==> config.mk <==
export PLATFORM = sky130hd
export DESIGN_NAME = cmh_config_mode_handler
export DESIGN_NICKNAME = d
export VERILOG_FILES = /design/src/cmh_pkg.sv /design/src/cmh_config_mode_handler.sv
export SDC_FILE = /design/constraint.sdc
export NUM_CORES = 2
export LEC_CHECK = 0
export BUFFER_PORTS_ARGS = -buffer_cell sky130_fd_sc_hd__buf_2
export CAP_MARGIN = 20
export CORE_AREA = 3 3 326 328
export CTS_BUF_LIST = sky130_fd_sc_hd__clkbuf_4 sky130_fd_sc_hd__clkbuf_8
export DETAILED_ROUTE_END_ITERATION = 12
export DIE_AREA = 0 0 329 331
export PLACE_DENSITY_LB_ADDON = 0.2
export REMOVE_ABC_BUFFERS = 1
export SYNTH_ARGS = -nofsm -noshare
export SYNTH_HDL_FRONTEND = slang
export SYNTH_SLANG_ARGS = --single-unit
==> constraint.sdc <==
create_clock -name CLK -period 7.7 [get_ports CLK]
set_input_delay 1.54 -clock CLK [delete_from_list [all_inputs] [get_ports CLK]]
set_output_delay 1.54 -clock CLK [all_outputs]
set_load 0.03 [all_outputs]
==> src/cmh_pkg.sv <==
package cmh_pkg;

    localparam int NUM_WORDS = 10;

    // Input image word indices
    localparam logic [3:0] W_CFG0 = 4'h0;
    localparam logic [3:0] W_CFG1 = 4'h1;
    localparam logic [3:0] W_SPD_UP = 4'h2;
    localparam logic [3:0] W_SPD_LO = 4'h3;
    localparam logic [3:0] W_STEPS = 4'h4;
    localparam logic [3:0] W_ZERO = 4'h5;
    localparam logic [3:0] W_ENC_RES = 4'h6;
    localparam logic [3:0] W_IDLE = 4'h7;
    localparam logic [3:0] W_MOTOR_I = 4'h8;
    localparam logic [3:0] W_SAVE_ST = 4'h9;

    // Configuration word 0 fields
    localparam int C0_MODE = 15;
    localparam int C0_STALL_EN = 13;
    localparam int C0_ENC_EN = 10;
    localparam int C0_IN3_LSB = 6;
    localparam int C0_IN2_LSB = 3;
    localparam int C0_IN1_LSB = 0;
    localparam logic [15:0] C0_RSVD_MASK = 16'h1200;

    // Configuration word 1 fields
    localparam int C1_FETCH = 11;
    localparam int C1_PERSIST = 10;
    localparam int C1_RPT_FMT = 9;
    localparam int C1_PRM_FMT = 8;
    localparam logic [15:0] C1_RSVD_MASK = 16'h70f8;

    localparam logic [2:0] FN_GPI = 3'h0;
    localparam logic [2:0] FN_RSVD = 3'h7;

    // Parameter ranges
    localparam logic [15:0] SPD_LO_MAX = 16'h03e7;
    localparam logic [15:0] IDLE_MAX = 16'h0064;
    localparam logic [15:0] MOTOR_I_MIN = 16'h0001;
    localparam logic [15:0] MOTOR_I_MAX = 16'h0036;
    localparam logic [15:0] STEPS_MIN = 16'h00c8;
    localparam logic [15:0] STEPS_MAX = 16'h7fff;

    localparam logic [15:0] SAVE_OK = 16'haaaa;
    localparam logic [15:0] SAVE_FAIL = 16'heeee;
    localparam logic [15:0] CFG_ERR_STATUS = 16'h6408;
    localparam logic [15:0] MULTIWORD_SCALE = 16'h03e8;

    localparam logic [15:0] RESET_WORD = 16'h0000;

    typedef enum logic [1:0] {
        LED_OFF,
        LED_FLASH_GREEN,
        LED_FLASH_RED
    } cmh_led_t;

    typedef struct packed {
        logic report_wide_format;
        logic param_wide_format;
        logic third_input_polarity;
        logic second_input_polarity;
        logic first_input_polarity;
    } cmh_mode_t;

    typedef logic [NUM_WORDS-1:0][15:0] cmh_image_t;

endpackage

==> src/cmh_config_mode_handler.sv <==
`timescale 1ns/1ps
`default_nettype none

module cmh_config_mode_handler
    import cmh_pkg::*;
(
    input wire logic CLK,                      // 50 MHz system clock
    input wire logic RST_B,                    // Power-on reset, active low
    input wire logic XCHG_VALID,               // Output image exchange strobe
    input wire cmh_image_t OUT_WORDS,          // Ten output words from host
    input wire logic CONN_EST,                 // Pulse: connection established
    input wire logic DESC_PATH,                // Setup came via descriptor file
    input wire logic FLASH_HAS_CFG,            // Flash holds a saved setup
    input wire cmh_image_t FLASH_WORDS,        // Setup read from flash
    input wire logic FLASH_DONE,               // Flash write finished
    input wire logic FLASH_OK,                 // Flash write succeeded
    input wire logic MOVE_DONE,                // Pulse: a move completed
    input wire logic [2:0] IN_CURRENT,         // Raw current-flow on inputs 1-3
    input wire logic [15:0] WIDE_HI_IN,        // Command word pair: even word
    input wire logic [15:0] WIDE_LO_IN,        // Command word pair: odd word
    input wire logic signed [31:0] POS_IN,     // Position value to report
    output logic FLASH_WR,                     // Pulse: start flash write
    output cmh_image_t FLASH_WDATA,            // Setup to write to flash
    output cmh_image_t IN_WORDS,               // Ten input words to host
    output logic CONFIGURED,                   // Valid setup committed
    output logic CFG_ERROR,                    // Configuration error flag
    output logic MOTOR_EN,                     // Motor may be powered
    output logic CMD_ACCEPT,                   // Commands may be accepted
    output logic HALTED,                       // Stopped after save response
    output cmh_led_t MOD_LED,                  // Module status indicator
    output cmh_mode_t MODE,                    // Committed format and polarity
    output logic [2:0] IN_ACTIVE,              // Inputs 1-3 after polarity
    output logic [15:0] IDLE_CURRENT,          // Idle current in force
    output logic signed [31:0] WIDE_PARAM,     // Decoded wide command parameter
    output logic signed [31:0] START_SPEED,    // Decoded starting speed
    output logic [15:0] POS_RPT_EVEN,          // Reported position, even word
    output logic [15:0] POS_RPT_ODD            // Reported position, odd word
);

    // Synchronised current-flow inputs 1-3
    logic [2:0] in_meta_reg;
    logic [2:0] in_sync_reg;

    cmh_image_t cfg_reg;
    cmh_image_t img_reg;
    logic configured_reg;
    logic halted_reg;
    logic save_busy_reg;
    logic persist_prev_reg;
    logic cfg_mode_prev_reg;
    logic fetch_hold_reg;
    logic flash_loaded_reg;
    logic [15:0] idle_pending_reg;
    logic [15:0] idle_reg;
    logic idle_wait_reg;
    logic flash_wr_reg;
    cmh_led_t led_reg;
    logic [15:0] save_status_reg;
    logic [15:0] pos_even_reg;
    logic [15:0] pos_odd_reg;
    logic signed [31:0] wide_reg;
    logic signed [31:0] speed_reg;

    logic cfg_mode;
    logic [15:0] w0;
    logic [15:0] w1;
    logic [2:0] f1, f2, f3;
    logic rsvd_bad, range_bad, dup_bad, stall_bad, code_bad, cand_valid;
    logic persist_rise;
    logic write_ok;

    assign w0 = OUT_WORDS[W_CFG0];
    assign w1 = OUT_WORDS[W_CFG1];
    assign cfg_mode = XCHG_VALID && w0[C0_MODE];
    assign f1 = w0[C0_IN1_LSB +: 3];
    assign f2 = w0[C0_IN2_LSB +: 3];
    assign f3 = w0[C0_IN3_LSB +: 3];

    // Every check is looked at together over words 0, 1, 3-5 and 7-9; words 2 and 6 are not checked
    always_comb begin
        rsvd_bad = |(w0 & C0_RSVD_MASK) || |(w1 & C1_RSVD_MASK)
            || (OUT_WORDS[W_ZERO] != RESET_WORD)
            || (OUT_WORDS[W_SAVE_ST] != RESET_WORD);
        range_bad = (OUT_WORDS[W_SPD_LO] > SPD_LO_MAX)
            || (OUT_WORDS[W_IDLE] > IDLE_MAX)
            || (OUT_WORDS[W_MOTOR_I] < MOTOR_I_MIN)
            || (OUT_WORDS[W_MOTOR_I] > MOTOR_I_MAX)
            || (OUT_WORDS[W_STEPS] < STEPS_MIN)
            || (OUT_WORDS[W_STEPS] > STEPS_MAX);
        dup_bad = ((f1 == f2) && (f1 != FN_GPI))
            || ((f1 == f3) && (f1 != FN_GPI))
            || ((f2 == f3) && (f2 != FN_GPI));
        stall_bad = w0[C0_STALL_EN] && !w0[C0_ENC_EN];
        code_bad = (f1 == FN_RSVD) || (f2 == FN_RSVD) || (f3 == FN_RSVD);
        cand_valid = !(rsvd_bad || range_bad || dup_bad || stall_bad || code_bad);
    end

    assign persist_rise = cfg_mode && w1[C1_PERSIST] && !persist_prev_reg;
    assign write_ok = cfg_mode && !fetch_hold_reg && !w1[C1_FETCH] && !halted_reg;

    always_ff @(posedge CLK or negedge RST_B) begin
        if (!RST_B) begin
            in_meta_reg <= 3'h0;
            in_sync_reg <= 3'h0;
        end else begin
            in_meta_reg <= IN_CURRENT;
            in_sync_reg <= in_meta_reg;
        end
    end

    // Fetch flag tracking at mode entry
    always_ff @(posedge CLK or negedge RST_B) begin
        if (!RST_B) begin
            cfg_mode_prev_reg <= 1'b0;
            fetch_hold_reg <= 1'b0;
            persist_prev_reg <= 1'b0;
        end else if (XCHG_VALID && !halted_reg) begin
            cfg_mode_prev_reg <= w0[C0_MODE];
            persist_prev_reg <= cfg_mode && w1[C1_PERSIST];
            if (cfg_mode && !cfg_mode_prev_reg) begin
                fetch_hold_reg <= w1[C1_FETCH];
            end else if (!cfg_mode || !w1[C1_FETCH]) begin
                fetch_hold_reg <= 1'b0;
            end
        end
    end

    // Committed setup store
    always_ff @(posedge CLK or negedge RST_B) begin
        if (!RST_B) begin
            cfg_reg <= '0;
            configured_reg <= 1'b0;
            flash_loaded_reg <= 1'b0;
        end else if (!halted_reg) begin
            if (write_ok && cand_valid) begin
                cfg_reg <= OUT_WORDS;
                configured_reg <= 1'b1;
                flash_loaded_reg <= 1'b1;
            end else if (!flash_loaded_reg && FLASH_HAS_CFG) begin
                cfg_reg <= FLASH_WORDS;
                configured_reg <= 1'b1;
                flash_loaded_reg <= 1'b1;
            end else if (write_ok && !cand_valid && CONN_EST) begin
                configured_reg <= configured_reg;
            end
            // Host setup at connection beats flash since flash only loads once
            if (CONN_EST && write_ok && cand_valid) begin
                flash_loaded_reg <= 1'b1;
            end
        end
    end

    // Save sequence; halts forever once answered
    always_ff @(posedge CLK or negedge RST_B) begin
        if (!RST_B) begin
            save_busy_reg <= 1'b0;
            flash_wr_reg <= 1'b0;
            halted_reg <= 1'b0;
            led_reg <= LED_OFF;
            save_status_reg <= RESET_WORD;
        end else begin
            flash_wr_reg <= 1'b0;
            if (!halted_reg && !save_busy_reg && persist_rise && cand_valid) begin
                save_busy_reg <= 1'b1;
                flash_wr_reg <= 1'b1;
            end else if (save_busy_reg && FLASH_DONE) begin
                save_busy_reg <= 1'b0;
                halted_reg <= 1'b1;
                if (FLASH_OK) begin
                    save_status_reg <= SAVE_OK;
                    led_reg <= LED_FLASH_GREEN;
                end else begin
                    save_status_reg <= SAVE_FAIL;
                    led_reg <= LED_FLASH_RED;
                end
            end
        end
    end

    // Idle current deferred to end of first move
    always_ff @(posedge CLK or negedge RST_B) begin
        if (!RST_B) begin
            idle_reg <= RESET_WORD;
            idle_pending_reg <= RESET_WORD;
            idle_wait_reg <= 1'b0;
        end else if (write_ok && cand_valid) begin
            idle_pending_reg <= OUT_WORDS[W_IDLE];
            idle_wait_reg <= 1'b1;
        end else if (idle_wait_reg && MOVE_DONE) begin
            idle_reg <= idle_pending_reg;
            idle_wait_reg <= 1'b0;
        end
    end

    // Input image: mirror in config mode (committed setup instead if fetch was set at entry), otherwise zeros with error status in word 0 while unconfigured
    // Held between exchanges so the host never reads a gap
    always_ff @(posedge CLK or negedge RST_B) begin
        if (!RST_B) begin
            img_reg <= '0;
        end else if (halted_reg) begin
            img_reg[W_SAVE_ST] <= save_status_reg;
        end else if (XCHG_VALID) begin
            if (w0[C0_MODE]) begin
                img_reg <= (fetch_hold_reg || (w1[C1_FETCH] && !cfg_mode_prev_reg))
                    ? cfg_reg : OUT_WORDS;
                img_reg[W_ZERO] <= RESET_WORD;
                img_reg[W_SAVE_ST] <= save_status_reg;
            end else begin
                img_reg <= '0;
                if (!configured_reg) begin
                    img_reg[W_CFG0] <= CFG_ERR_STATUS;
                end
            end
        end
    end

    // Format handling for wide values
    always_ff @(posedge CLK or negedge RST_B) begin
        if (!RST_B) begin
            wide_reg <= '0;
            speed_reg <= '0;
            pos_even_reg <= RESET_WORD;
            pos_odd_reg <= RESET_WORD;
        end else begin
            if (cfg_reg[W_CFG1][C1_PRM_FMT]) begin
                wide_reg <= {WIDE_LO_IN, WIDE_HI_IN};
            end else begin
                wide_reg <= 32'(signed'(WIDE_HI_IN) * signed'({16'h0, MULTIWORD_SCALE}))
                    + 32'(signed'(WIDE_LO_IN));
            end
            if (DESC_PATH && cfg_reg[W_CFG1][C1_PRM_FMT]) begin
                speed_reg <= {cfg_reg[W_SPD_LO], cfg_reg[W_SPD_UP]};
            end else begin
                speed_reg <= 32'(signed'(cfg_reg[W_SPD_UP])
                    * signed'({16'h0, MULTIWORD_SCALE}))
                    + 32'(signed'(cfg_reg[W_SPD_LO]));
            end
            if (cfg_reg[W_CFG1][C1_RPT_FMT]) begin
                pos_even_reg <= POS_IN[15:0];
                pos_odd_reg <= POS_IN[31:16];
            end else begin
                pos_even_reg <= 16'(POS_IN / 32'sd1000);
                pos_odd_reg <= 16'(POS_IN % 32'sd1000);
            end
        end
    end

    assign FLASH_WR = flash_wr_reg;
    assign FLASH_WDATA = cfg_reg;
    assign IN_WORDS = img_reg;
    assign CONFIGURED = configured_reg;
    assign CFG_ERROR = !configured_reg;
    assign MOTOR_EN = configured_reg && !halted_reg;
    assign CMD_ACCEPT = configured_reg && !halted_reg;
    assign HALTED = halted_reg;
    assign MOD_LED = led_reg;
    assign MODE = {cfg_reg[W_CFG1][C1_RPT_FMT], cfg_reg[W_CFG1][C1_PRM_FMT],
        cfg_reg[W_CFG1][2], cfg_reg[W_CFG1][1], cfg_reg[W_CFG1][0]};
    assign IN_ACTIVE = ~(in_sync_reg ^ cfg_reg[W_CFG1][2:0]);
    assign IDLE_CURRENT = idle_reg;
    assign WIDE_PARAM = wide_reg;
    assign START_SPEED = speed_reg;
    assign POS_RPT_EVEN = pos_even_reg;
    assign POS_RPT_ODD = pos_odd_reg;
endmodule // cmh_config_mode_handler

`default_nettype wire

==> results.md <==
* Initial DRC Count at 2,235
* First-pass GRT wire length at 211,000 um
* Number of flops mapped to enable cells by yosys at 0
* Core footprint at 0.103 mm2
* Synth Area in XOR/XNOR at 5.33%
* Final antenna-violating net count at 0
* DRC errors left at 0
* Outcome: finished with violations
* Global placer's final weighted congestion at 0.923
* Post-synthesis mux area share at 6.03%
* Clk sink count at 435
* Max-cap viol count at 0
* Ys Warns at 0
* Ys flop type: dfrtp_1
* Crit path largest cell delay at 0.56 ns
* Die area at 0.109 mm2
* Post-synthesis simple-gate area fraction at 18.5%
* Synth Instances at 3,836
* Starting density of the core at 33.0%
* Startpoint types: input port
* Post-synthesis average cell area at 8.89 um2
* Via count at 35,100
* Number of global-route vias before repair at 35,000
* Largest family of logic cells by synthesized area: compound AO/OA/AOI/OAI gates
* Total gr overflow at 0
* Nets@finish at 6,046
* Final setup fails at 29
* Worst-path fanout max at 6
* Compound-Gate Fraction of Synth Area at 19.4%
* CP most frequent cell: buf_6
* Worst-Skew Late Latency at 0.75 ns
* Total Routing Usage GR at 24.9%
* Chip height at 331 um
* Asr flop ratio synth at 100%
* Critical path capture point type: register
* CTS Hold Bufs at 0
* CTS tree: done
* Post-synthesis adder-cell area fraction at 13.5%
* Netlist cell types at 150
* Share of layout cells above drive strength 1 at 41.7%
* Worst-path clk slew at 0.06 ns
* Clock Path Buffers at 3
* Worst r2r src: FLASH_WDATA[35]
* Hold Crit Class: register to register
* Tmin final at 17.84 ns
* Synth-to-Final Area Change at 45.3%
* Post-DR wirelength/cell at 20.6 um
* Worst slew pin tran at 1.04 ns
* Fmax at 56.1 MHz
* CP Class: input port to register
* CTS HTree Levels at 3
* Drt total wl at 140,000 um
* Worst clock skew at 0.0638 ns
* Critical Path Start: POS_IN[7]
* RSZ-0062 raised after global routing: yes
* Via-to-Cell Ratio at 5.15
* I/O pins at 844
* Max Slew Vio Count at 0
* Pre-CTS WS at -11.61 ns
* Register bit total from synthesis at 435
* Buf+Inv Stages, Crit Path at 20
* FP Rows at 118
* First drt pass iteration count at 6
* Max reg flops at 160
* Root Buffer: clkbuf_8
* CP required at 8.28 ns
* Largest net degree at the start of global routing at 134
* IO buf count at 822
* Crit-path slowest cell: or4_4
* Slew HR at 30.3%
* Crit path max-delay family: compound AO/OA/AOI/OAI gates
* Fill cell count at 10,200
* Final period utilization at 232%
* Min setup slack post-route at -10.14 ns
* Post-Syn Area at 0.0341 mm2
* Failing checks: negative setup slack
* Hold path startpoint: in_meta_reg[1]
* Die width at 329 um
* Initial antenna violation count at 35
* Cts bufs inserted at 85
* Sequential area share after synthesis at 31.9%
* Hpwl dp at 109,000 um
* Final hold vios at 0
* Worst Path Arrival at 18.41 ns
[final cells by class]
type,count,area [um2],share of cell area [%]
well taps,1380,1730,3.48
flip-flops and latches,435,10900,22.0
multi-input cells,3040,23800,48.0
diodes,18,45.0,0.0909
inverters,150,566,1.14
clock buffers,124,1580,3.18
repair buffers,1646,10700,21.5
clock inverters,26,307,0.619
[per-stage QoR]
stage / hold slack, ns / area, um2 / setup TNS [ns] / util [%] / instances
after floorplan: 0.331 / 32900 / -2052.81 / - / 3625
after global placement: 0.331 / 44200 / -330.28 / 42.7 / 6519
after detailed placement: 0.336 / 44200 / -334.43 / 42.7 / 6519
after CTS: 0.349 / 48500 / -273.24 / 46.9 / 6757
after global routing: 0.360 / 49500 / -308.28 / 47.9 / 6814
final: 0.350 / 49600 / -288.49 / 47.9 / 6819
[timing repair]
| item | 4_1_cts | 5_1_grt |
|---|---|---|
| gates cloned | 3 | 0 |
| endpoints found under the setup margin | 29 | 42 |
| resized for setup | 350 | 121 |
| buffers inserted | 88 | 44 |
| pin swaps | 132 | 70 |
[logic make-up after synthesis]
| family | Yosys count |
|---|---|
| AOI/OAI and AO/OA | 946 |
| xor gates and xnor gates | 204 |
| adders and majority gates | 296 |
| buffers and inverters | 380 |
| DFF | 435 |
| muxes | 197 |
| other | 1 |
| and+or+nand+nor | 1377 |
[path summary, 6_finish.rpt]
check | endpoint | slack, ns | cells past startpoint
setup / recovery | POS_RPT_EVEN[11] | -10.14 | 77
hold / removal | in_sync_reg[1] | 0.35 | 0
setup reg to reg | START_SPEED[28] | 0.57 | 39
hold reg to reg | in_sync_reg[1] | 0.35 | 0
max in group asynchronous | START_SPEED[14] | 5.35 | 2
min in group asynchronous | POS_RPT_EVEN[8] | 0.83 | 1
[metal layers]
layer | GRT usage, % | share of wire [%] | up-vias
met3 | 4.33 | 6.4 | 261
met2 | 42.3 | 49 | 1142
met1 | 31.2 | 41 | 17000
met5 | 0 | 0.0064 | -
met4 | 10.2 | 3.7 | 2
li1 | - | - | 16700
[cells in the final DEF (no fill, tap or decap), types with 13 or more instances in the layout]
cell type / Yosys / routed
xor2_1: 65 / 62
diode_2: 0 / 18
conb_1: 1 / 20
o21bai_1: 36 / 32
nor4_1: 55 / 49
o31ai_1: 39 / 31
clkbuf_4: 2 / 22
a31oi_1: 124 / 116
mux2_4: 1 / 16
nor2_2: 5 / 15
buf_2: 10 / 820
and2_1: 39 / 27
o21ai_1: 23 / 21
nand3_1: 121 / 113
a21oi_2: 3 / 20
mux2i_1: 144 / 139
nand4_1: 34 / 34
o21ai_0: 245 / 230
nor2_1: 265 / 247
buf_6: 14 / 38
o21ai_2: 1 / 16
buf_4: 57 / 769
clkbuf_8: 1 / 103
nor3_1: 66 / 47
fa_1: 120 / 120
a211oi_2: 6 / 16
o211ai_1: 17 / 17
a21oi_1: 154 / 128
nor2b_1: 17 / 17
nand2_2: 2 / 16
xnor2_1: 135 / 123
nand2_1: 644 / 625
a21o_1: 35 / 34
dfrtp_1: 435 / 431
nor3_2: 1 / 16
inv_1: 149 / 148
ha_1: 172 / 168
mux2_2: 49 / 34
nand2b_1: 14 / 13
[cell usage after synthesis (25+ instances only)]
master    instances  area [um2]
nor4_1           55         344
nor3_1           66         330
xnor2_1         135        1180
o31ai_1          39         293
buf_4            57         428
nor2_1          265         995
mux2_2           49         552
fa_1            120        2400
a21oi_1         154         771
dfrtp_1         435       10900
nand3_1         121         606
xor2_1           65         569
a211oi_1         25         188
a31oi_1         124         776
o21ai_0         245        1230
mux2i_1         144        1440
clkbuf_1        126         473
o21bai_1         36         270
inv_1           149         559
a21o_1           35         263
ha_1            172        2150
and2_1           39         244
nand4_1          34         213
nand2_1         644        2420
Power is not shown: default switching activity piles up to over one toggle a cycle in this logic, so the estimate is an artifact.
